### config.mk
export PLATFORM = sky130hd
export DESIGN_NAME = msrm_core
export DESIGN_NICKNAME = d
export VERILOG_FILES = /design/src/core/msrm_pkg.sv /design/src/core/msrm_core.sv
export SDC_FILE = /design/constraint.sdc
export NUM_CORES = 1
export LEC_CHECK = 0
export ABC_AREA = 1
export CAP_MARGIN = 10
export CELL_PAD_IN_SITES_DETAIL_PLACEMENT = 1
export CELL_PAD_IN_SITES_GLOBAL_PLACEMENT = 1
export CORE_MARGIN = 3
export CORE_UTILIZATION = 25
export DETAILED_ROUTE_END_ITERATION = 12
export DONT_BUFFER_PORTS = 1
export GPL_TIMING_DRIVEN = 0
export PLACE_DENSITY_LB_ADDON = 0.1
export SLEW_MARGIN = 20
export SYNTH_ARGS = -nofsm -noshare
export SYNTH_HDL_FRONTEND = slang
export SYNTH_SLANG_ARGS = --single-unit
### constraint.sdc
create_clock -name clock -period 2.95 [get_ports clock]
set_clock_uncertainty 0.15 [all_clocks]
set_input_delay 0.4425 -clock clock [delete_from_list [all_inputs] [get_ports clock]]
set_output_delay 0.4425 -clock clock [all_outputs]
set_load 0.1 [all_outputs]
### src/core/msrm_pkg.sv
package msrm_pkg;
    // ==================================================
    // register offsets (8-bit bus, byte addresses)
    localparam logic [7:0] ADDR_MODE = 8'h00;
    localparam logic [7:0] ADDR_REG_BASE = 8'h01;
    localparam logic [7:0] ADDR_RAM_BASE = 8'h02;
    localparam logic [7:0] ADDR_EE_BASE = 8'h03;
    localparam logic [7:0] ADDR_DBG_CTL = 8'h04;
    localparam logic [7:0] ADDR_DBG_STAT = 8'h05;
    localparam logic [7:0] ADDR_FLASH_BASE = 8'h06;
    // ==================================================
    // reset values of the mapping registers (upper address nibble)
    localparam logic [3:0] RST_REG_BASE = 4'h0;
    localparam logic [3:0] RST_RAM_BASE = 4'h8;
    localparam logic [3:0] RST_EE_BASE = 4'h1;
    localparam logic [3:0] RST_FLASH_BASE = 4'h8;
    // ==================================================
    // resource sizes as address masks, top region
    localparam logic [15:0] REG_MASK = 16'hfc00;
    localparam logic [15:0] RAM_MASK = 16'hfc00;
    localparam logic [15:0] EE_MASK = 16'hfc00;
    localparam logic [15:0] FLASH_MASK = 16'h8000;
    localparam logic [15:0] DBG_ROM_BASE = 16'hff00;
    localparam logic [15:0] DBG_ROM_MASK = 16'hff00;
    localparam logic [15:0] DBG_REG_LAST = 16'hff06;
    // ==================================================
    // field positions in the mode, debug control and mapping registers
    localparam int MODE_BIT_N = 2;
    localparam int DBG_EN_BIT = 0;
    localparam int DBG_ACT_BIT = 1;
    localparam int MAP_EN_BIT = 7;

    typedef enum logic [2:0] {
        MSRM_SSC = 3'h0, MSRM_SXN = 3'h1, MSRM_SPR = 3'h2, MSRM_SXW = 3'h3,
        MSRM_NSC = 3'h4, MSRM_NXN = 3'h5, MSRM_NRS = 3'h6, MSRM_NXW = 3'h7
    } msrm_mode_t;

    typedef enum logic [2:0] {
        MSRM_SEL_NONE, MSRM_SEL_EXT, MSRM_SEL_DBG, MSRM_SEL_REG,
        MSRM_SEL_RAM, MSRM_SEL_EE, MSRM_SEL_FLASH
    } msrm_sel_t;

    typedef enum logic [1:0] {
        MSRM_PORT_GPIO, MSRM_PORT_NARROW, MSRM_PORT_WIDE
    } msrm_port_t;

    typedef struct packed {
        logic [15:0] addr;
        logic valid;
        logic vector;
        logic serial;
        logic write;
    } msrm_acc_t;
endpackage

### src/core/msrm_core.sv
// Decided for this implementation: strobed register access and the register offsets.
`timescale 1ns/1ps
`default_nettype none
// ==================================================
module msrm_core import msrm_pkg::*; (
    input wire logic clock,
    input wire logic resetn,
    input wire logic debug_strap_pin,
    input wire logic mode_strap_high,
    input wire logic mode_strap_low,
    output logic debug_strap_oe,
    output logic debug_strap_out,
    output logic mode_strap_oe,
    output logic mode_strap_out,
    input wire logic [7:0] addr,
    input wire logic [7:0] wdata,
    input wire logic wr,
    input wire logic rd,
    output logic [7:0] rdata,
    input wire msrm_acc_t acc,
    input wire logic serial_enter,
    input wire logic enter_debug_instruction,
    input wire logic bus_idle,
    output logic [2:0] acc_sel,
    output logic acc_grant,
    output logic [2:0] mode_out,
    output logic [1:0] port_func,
    output logic cpu_hold,
    output logic ext_master_en,
    output logic special_mode,
    output logic debug_active
);
    // ==================================================
    // strap capture and mode state
    logic strap_take_ff;
    logic [2:0] mode_ff;
    logic dbg_en_ff, dbg_act_ff;
    logic [3:0] reg_base_ff, ram_base_ff, ee_base_ff, flash_base_ff;
    logic [3:0] wr_once_ff;
    logic [7:0] rdata_ff;
    logic [2:0] sel_ff;
    logic grant_ff;

    // pulls are on while reset is low and until the first clock edge after release; a clocked flop holds them off afterwards
    logic pull_ff;
    always_ff @(posedge clock or negedge resetn) begin
        if (!resetn) begin
            pull_ff <= 1'b1;
        end else begin
            pull_ff <= 1'b0;
        end
    end
    assign debug_strap_oe = pull_ff;
    assign debug_strap_out = 1'b1;
    assign mode_strap_oe = pull_ff;
    assign mode_strap_out = 1'b0;

    function automatic logic [2:0] fix_mode(input logic [2:0] m);
        fix_mode = (m == MSRM_NRS) ? MSRM_SPR : m;
    endfunction

    function automatic logic is_special(input logic [2:0] m);
        is_special = ~m[MODE_BIT_N];
    endfunction

    function automatic logic is_periph(input logic [2:0] m);
        is_periph = (m == MSRM_SPR);
    endfunction

    wire [2:0] strap_mode = fix_mode({debug_strap_pin, mode_strap_high, mode_strap_low});
    wire special = is_special(mode_ff);
    wire periph = is_periph(mode_ff);
    wire expanded = mode_ff[0] | (mode_ff[1] & ~periph);

    // ==================================================
    // register decode
    wire wr_mode = wr && addr == ADDR_MODE;
    wire wr_reg = wr && addr == ADDR_REG_BASE;
    wire wr_ram = wr && addr == ADDR_RAM_BASE;
    wire wr_ee = wr && addr == ADDR_EE_BASE;
    wire wr_fl = wr && addr == ADDR_FLASH_BASE;
    wire wr_dbg = wr && addr == ADDR_DBG_CTL;
    wire [3:0] map_wr = {wr_fl, wr_ee, wr_ram, wr_reg};
    wire [3:0] map_ok = map_wr & (special ? 4'hf : ~wr_once_ff);

    // mode change allowed only from a special non-peripheral mode to a non-peripheral mode, peripheral fixed
    wire [2:0] req_mode = fix_mode({~wdata[MODE_BIT_N], wdata[1:0]});
    wire mode_ok = wr_mode && special && !periph && !is_periph(req_mode);

    wire dbg_entry = dbg_en_ff && (serial_enter || enter_debug_instruction) && !periph;
    // an entry request in the same cycle as a software exit wins, so no request is lost
    wire dbg_exit = wr_dbg && !wdata[DBG_ACT_BIT];
    wire nxt_dbg_act = dbg_entry | (dbg_act_ff & !dbg_exit);

    always_ff @(posedge clock or negedge resetn) begin
        if (!resetn) begin
            strap_take_ff <= 1'b1;
        end else begin
            strap_take_ff <= 1'b0;
        end
    end

    always_ff @(posedge clock or negedge resetn) begin
        if (!resetn) begin
            mode_ff <= MSRM_NSC;
            dbg_en_ff <= 1'b0;
            dbg_act_ff <= 1'b0;
        end else if (strap_take_ff) begin
            mode_ff <= strap_mode;
            dbg_en_ff <= (strap_mode == MSRM_SSC);
            dbg_act_ff <= (strap_mode == MSRM_SSC);
        end else begin
            if (mode_ok) begin
                mode_ff <= req_mode;
            end
            if (wr_dbg) begin
                dbg_en_ff <= wdata[DBG_EN_BIT];
            end
            dbg_act_ff <= nxt_dbg_act;
        end
    end

    // ==================================================
    // mapping registers, new value live from the next cycle
    always_ff @(posedge clock or negedge resetn) begin
        if (!resetn) begin
            reg_base_ff <= RST_REG_BASE;
            ram_base_ff <= RST_RAM_BASE;
            ee_base_ff <= RST_EE_BASE;
            flash_base_ff <= RST_FLASH_BASE;
            wr_once_ff <= 4'h0;
        end else begin
            if (map_ok[0]) reg_base_ff <= wdata[MAP_EN_BIT -: 4];
            if (map_ok[1]) ram_base_ff <= wdata[MAP_EN_BIT -: 4];
            if (map_ok[2]) ee_base_ff <= wdata[MAP_EN_BIT -: 4];
            if (map_ok[3]) flash_base_ff <= wdata[MAP_EN_BIT -: 4];
            wr_once_ff <= wr_once_ff | map_wr;
        end
    end

    // ==================================================
    // read port
    wire [7:0] rd_mux =
        (addr == ADDR_MODE) ? {5'h0, ~mode_ff[MODE_BIT_N], mode_ff[1:0]} :
        (addr == ADDR_REG_BASE) ? {reg_base_ff, 4'h0} :
        (addr == ADDR_RAM_BASE) ? {ram_base_ff, 4'h0} :
        (addr == ADDR_EE_BASE) ? {ee_base_ff, 4'h0} :
        (addr == ADDR_FLASH_BASE) ? {flash_base_ff, 4'h0} :
        (addr == ADDR_DBG_CTL) ? {6'h0, dbg_act_ff, dbg_en_ff} :
        (addr == ADDR_DBG_STAT) ? {4'h0, wr_once_ff} : 8'h00;

    always_ff @(posedge clock or negedge resetn) begin
        if (!resetn) begin
            rdata_ff <= 8'h00;
        end else begin
            rdata_ff <= rd ? rd_mux : 8'h00;
        end
    end

    // ==================================================
    // address decode
    function automatic logic hit(input logic [15:0] a, input logic [3:0] base, input logic [15:0] mask);
        hit = ((a & mask) == ({base, 12'h000} & mask));
    endfunction

    wire in_top = (acc.addr & DBG_ROM_MASK) == DBG_ROM_BASE;
    wire h_reg = hit(acc.addr, reg_base_ff, REG_MASK);
    wire h_ram = hit(acc.addr, ram_base_ff, RAM_MASK);
    wire h_ee = hit(acc.addr, ee_base_ff, EE_MASK);
    wire h_fl = hit(acc.addr, flash_base_ff, FLASH_MASK);
    wire nvm = !h_reg && !h_ram && (h_ee || h_fl);
    // cpu in debug sees the rom on top; serial keeps user view
    wire use_rom = dbg_act_ff && !acc.serial && (in_top || acc.vector);
    // serial accesses steal idle cycles and cannot write nonvolatile storage
    wire ser_ok = bus_idle && !(acc.write && nvm);
    wire cpu_ok = !periph;

    wire [2:0] nxt_sel =
        !acc.valid ? MSRM_SEL_NONE :
        use_rom ? MSRM_SEL_DBG :
        h_reg ? MSRM_SEL_REG :
        h_ram ? MSRM_SEL_RAM :
        h_ee ? MSRM_SEL_EE :
        h_fl ? MSRM_SEL_FLASH :
        expanded ? MSRM_SEL_EXT : MSRM_SEL_NONE;
    wire nxt_grant = acc.valid && (acc.serial ? ser_ok : (cpu_ok || periph));

    always_ff @(posedge clock or negedge resetn) begin
        if (!resetn) begin
            sel_ff <= MSRM_SEL_NONE;
            grant_ff <= 1'b0;
        end else begin
            sel_ff <= nxt_sel;
            grant_ff <= nxt_grant;
        end
    end

    // ==================================================
    // outputs
    wire [1:0] nxt_port = (mode_ff == MSRM_SSC || mode_ff == MSRM_NSC) ? MSRM_PORT_GPIO :
                          mode_ff[1] ? MSRM_PORT_WIDE : MSRM_PORT_NARROW;
    logic [1:0] port_ff;
    logic hold_ff, spec_ff;
    logic [2:0] mode_q_ff;
    always_ff @(posedge clock or negedge resetn) begin
        if (!resetn) begin
            port_ff <= MSRM_PORT_GPIO;
            hold_ff <= 1'b0;
            spec_ff <= 1'b0;
            mode_q_ff <= MSRM_NSC;
        end else begin
            port_ff <= nxt_port;
            hold_ff <= periph;
            spec_ff <= special;
            mode_q_ff <= mode_ff;
        end
    end

    assign rdata = rdata_ff;
    assign acc_sel = sel_ff;
    assign acc_grant = grant_ff;
    assign mode_out = mode_q_ff;
    assign port_func = port_ff;
    assign cpu_hold = hold_ff;
    assign ext_master_en = hold_ff;
    assign special_mode = spec_ff;
    assign debug_active = dbg_act_ff;

    // ==================================================
    // checks
    property p_reserved;
        @(posedge clock) disable iff (!resetn) strap_take_ff ##1 1'b1 |-> mode_ff != MSRM_NRS;
    endproperty
    a_reserved: assert property (p_reserved) else $error("reserved mode kept");

    property p_once;
        @(posedge clock) disable iff (!resetn)
            (!special && wr_ram && $past(wr_once_ff[1]) && wr_once_ff[1]) |=> $stable(ram_base_ff);
    endproperty
    a_once: assert property (p_once) else $error("map written twice in normal mode");

    property p_periph;
        @(posedge clock) disable iff (!resetn) !strap_take_ff && periph |=> periph;
    endproperty
    a_periph: assert property (p_periph) else $error("left peripheral mode");

    property p_rom;
        @(posedge clock) disable iff (!resetn)
            acc.valid && dbg_act_ff && !acc.serial && in_top |=> sel_ff == MSRM_SEL_DBG;
    endproperty
    a_rom: assert property (p_rom) else $error("debug rom lost decode");

    property p_regwin;
        @(posedge clock) disable iff (!resetn) acc.valid && !use_rom && h_reg |=> sel_ff == MSRM_SEL_REG;
    endproperty
    a_regwin: assert property (p_regwin) else $error("register block lost decode");

    property p_ssc;
        @(posedge clock) disable iff (!resetn)
            resetn && strap_take_ff && strap_mode == MSRM_SSC |=> dbg_act_ff;
    endproperty
    a_ssc: assert property (p_ssc) else $error("debug not active in ssc");

    property p_nvm;
        @(posedge clock) disable iff (!resetn) acc.valid && acc.serial && acc.write && nvm |=> !grant_ff;
    endproperty
    a_nvm: assert property (p_nvm) else $error("serial nvm write granted");

    property p_ext;
        @(posedge clock) disable iff (!resetn)
            acc.valid && !use_rom && !(h_reg || h_ram || h_ee || h_fl) && expanded |=> sel_ff == MSRM_SEL_EXT;
    endproperty
    a_ext: assert property (p_ext) else $error("unclaimed address not external");
endmodule
`default_nettype wire

==> metrics.md <==
| Metric | Value |
|---|---|
| Status | completed |
| I/O pin total | 71 |
| Top-area cell type share of the netlist area | 43.55% |
| LEAKAGE | 1.200 nW |
| CTS tree | built |
| Post-synth EDFFs | 0 |
| CP Cell Sequence | buf_4 |
| Flop pwr share | 59.5% |
| Placed insts | 388 |
| Slowest-stage cell, CP | dfrtp_1 |
| Worst Hold Margin | 0.07385 ns |
| Pwr Density | 535.9 nW/µm² |
| Worst r2r src | strap_take_ff |
| Internal Power | 0.8602 mW |
| Global-route wire length before repair | 10,210 µm |
| Layout fillers | 1,023 |
| Max cap viols | 0 |
| Layout Area Growth over Synthesis | 11.73% |
| Post-synthesis sequential area ratio | 50.59% |
| Ratio of final minimum period to clock period | 76.60% |
| Ys Warns | 0 |
| Pre-CTS setup slack | 1.021 ns |
| Bufs on Longest Clock Path | 2 |
| Largest cells by area after synthesis | dfrtp_1 (44%), nand2_1 (12%), o21ai_0 (8.7%) |
| Synthesized area | 2241 µm² |
| Distinct cells, synth | 31 |
| Mean cell area of the mapped netlist | 7.946 µm² |
| Vias in the first global route | 1,885 |
| Sw Share | 35.89% |
| #FFs+latches synth | 45 |
| DRT antenna net count | 0 |
| Clk slew on worst S/H paths | 0.10 ns |
| Main synth FF type | dfrtp_1 |
| Area leader, netlist | dfrtp_1 |
| Final core utilization | 29.58% |
| Die height | 100.7 µm |
| Share of layout cells above drive strength 1 | 9.215% |
| Mapped Cells | 282 |
| CTS Buf Count | 5 |
| Slew headroom | 30.13% |
| CP Launch Point | cpu_hold |
| Final TNS setup | 0 ns |
| CP bufs+invs | 1 |
| Hold Crit Class | primary input to flop |
| CP max stage delay | 0.94 ns |
| DR WL/cell | 15.68 µm |
| Clock power share | 30.1% |
| Number of port buffers | 0 |
| Crit path setup slack, layout | 0.6902 ns |
| Maximum level of the CTS H-tree | 2 |
| Final setup fails | 0 |
| CP Data Required Time | 2.36 ns |
| Fmax | 442.5 MHz |
| Synth async-reset ratio | 100.0% |
| Worst-path fanout max | 2 |
| Clk_lat worst skew | 0.30 ns |
| Crit end category | primary output |
| CP Data Arrival Time | 1.67 ns |
| Pins over their slew limit | 0 |
| Hold Fails Final Rpt | 0 |
| Post-DP Area | 2376 µm² |
| FP Rows | 33 |
| Via count normalized by instance count | 4.550 |
| 1st-pass router iterations | 4 |
| Comb power frac | 10.3% |
| Die X | 100.7 µm |
| Peak VDD IR | 0.1705 mV |
| Number of remaining DRC errors | 0 |
| Setup CP Type | flop to primary output |
| Tmin final | 2.260 ns |
| Vias | 1,811 |
| Largest net degree at the start of global routing | 46 |
| Root buffer cell | clkbuf_8 |
| Worst-Margin Slew | 1.048 ns |
| HP Start | acc[1] |
| Grt ovf | 0 |
| Clk sink count | 45 |
| DR iter-0 viols | 29 |
| Switch Pwr | 0.4816 mW |
| Fin area | 2504 µm² |
| Core area | 8464 µm² |
| RSZ-0062 raised after global routing | false |
| GRT Total Usage | 13.04% |
| Final HPWL DP | 4936 µm |
| Initial antenna violation count | 0 |
| Total Wirelength | 6241 µm |
| Startpoint Class | flop |
| Post-Layout Cell Count | 398 |
| Die area | 10,140 µm² |
| Gpl congestion | 0.7235 |
| Fin nets | 338 |
| Diode count | 0 |
| CP delay by family, top | flip-flops |
| Starting Density | 26.47% |
| Overall Power | 1.342 mW |
[power by group through the flow]
| stage | Clock (mW) | Sequential (mW) | Combinational (mW) |
|---|---|---|---|
| 4_1_cts | 0.424 | 0.800 | 0.143 |
| 3_3_place_gp | 0 | 0.812 | 0.123 |
| 2_1_floorplan | 0 | 0.802 | 0.102 |
| 5_1_grt | 0.457 | 0.805 | 0.158 |
| 6_report | 0.404 | 0.799 | 0.139 |
| 3_5_place_dp | 0 | 0.812 | 0.123 |
[state kept, by name, indices dropped and copies added, names as in the netlist]
signal and flops:
rdata 8, ee_base_ff 4, flash_base_ff 4, ram_base_ff 4
reg_base_ff 4, wr_once_ff 4, acc_sel 3, mode_ff 3
mode_out 3, port_func 2, acc_grant 1, cpu_hold 1
dbg_en_ff 1, debug_active 1, special_mode 1, strap_take_ff 1
[cells in the mapped netlist (2+ instances only)]
cell type / instances
dfrtp_1: 39
nand2_1: 70
nand4_1: 4
a21oi_1: 10
conb_1: 2
nand3b_1: 2
dfstp_2: 6
o21ai_0: 39
buf_4: 4
nand3_1: 8
o211ai_1: 6
nor2_1: 22
a31oi_1: 2
xnor2_1: 3
o21ai_1: 5
nor3_1: 5
inv_1: 41
[cells in the final DEF, fill, tap and decap left out, types with 2 or more instances in the layout]
| cell | synthesis | routed |
|---|---|---|
| nand2_1 | 70 | 70 |
| nor2_1 | 22 | 22 |
| dfrtp_1 | 39 | 39 |
| buf_4 | 4 | 4 |
| conb_1 | 2 | 3 |
| nand4_1 | 4 | 4 |
| nor3_1 | 5 | 5 |
| a31oi_1 | 2 | 2 |
| nand3b_1 | 2 | 2 |
| dfstp_2 | 6 | 6 |
| xnor2_1 | 3 | 3 |
| o211ai_1 | 6 | 6 |
| o21ai_0 | 39 | 39 |
| inv_1 | 41 | 41 |
| clkbuf_8 | 0 | 5 |
| a21oi_1 | 10 | 10 |
| nand3_1 | 8 | 8 |
| o21ai_1 | 5 | 5 |
[per-layer routing]
| metal | global-route usage, % | wire length (µm) | vias up |
|---|---|---|---|
| met3 | 3.253 | 332 | 6 |
| met2 | 19.54 | 2780 | 42 |
| met4 | 3.420 | 65 | 0 |
| li1 | - | - | 922 |
| met1 | 18.68 | 3062 | 841 |
| met5 | 0 | 0 | - |
[repair_timing]
action | in CTS | in global routing
hold buffers | 2 | 0
setup endpoints to repair | 0 | 0
gates resized for setup | 0 | 0
endpoints found under the hold margin | 45 | 0
setup buffers | 0 | 0
[kinds of logic after synthesis]
kind of cell,Yosys count,share of synthesized area [%]
AO/OA/AOI/OAI,64,15.30
XOR/XNOR,3,1.173
buffers and inverters,48,8.766
flip-flops,45,50.59
other,2,0.3351
AND/OR/NAND/NOR,120,23.84
[area by class of cell]
cell class                 instances  area [µm²]  share of cell area [%]
tap                              105       131.4                   5.247
timing repair buffer               2       37.54                   1.499
clock buffer                       5       68.82                   2.749
inverter                          42       157.7                   6.297
buffer                             6       38.79                   1.549
sequential                        45        1134                   45.28
clock inverter                     3       21.27                  0.8496
multi-input combinational        190       914.6                   36.53
[final timing paths]
path	depth (start not counted)	slack (ns)	end
setup / recovery	1	0.69	ext_master_en
hold / removal	1	0.07	acc_grant
setup reg to reg	5	1.19	mode_ff[0]
hold reg to reg	0	0.27	mode_out[2]
max in group asynchronous	2	1.89	ee_base_ff[0]
min in group asynchronous	2	0.50	reg_base_ff[3]
Power figures use the tool's default switching activity.
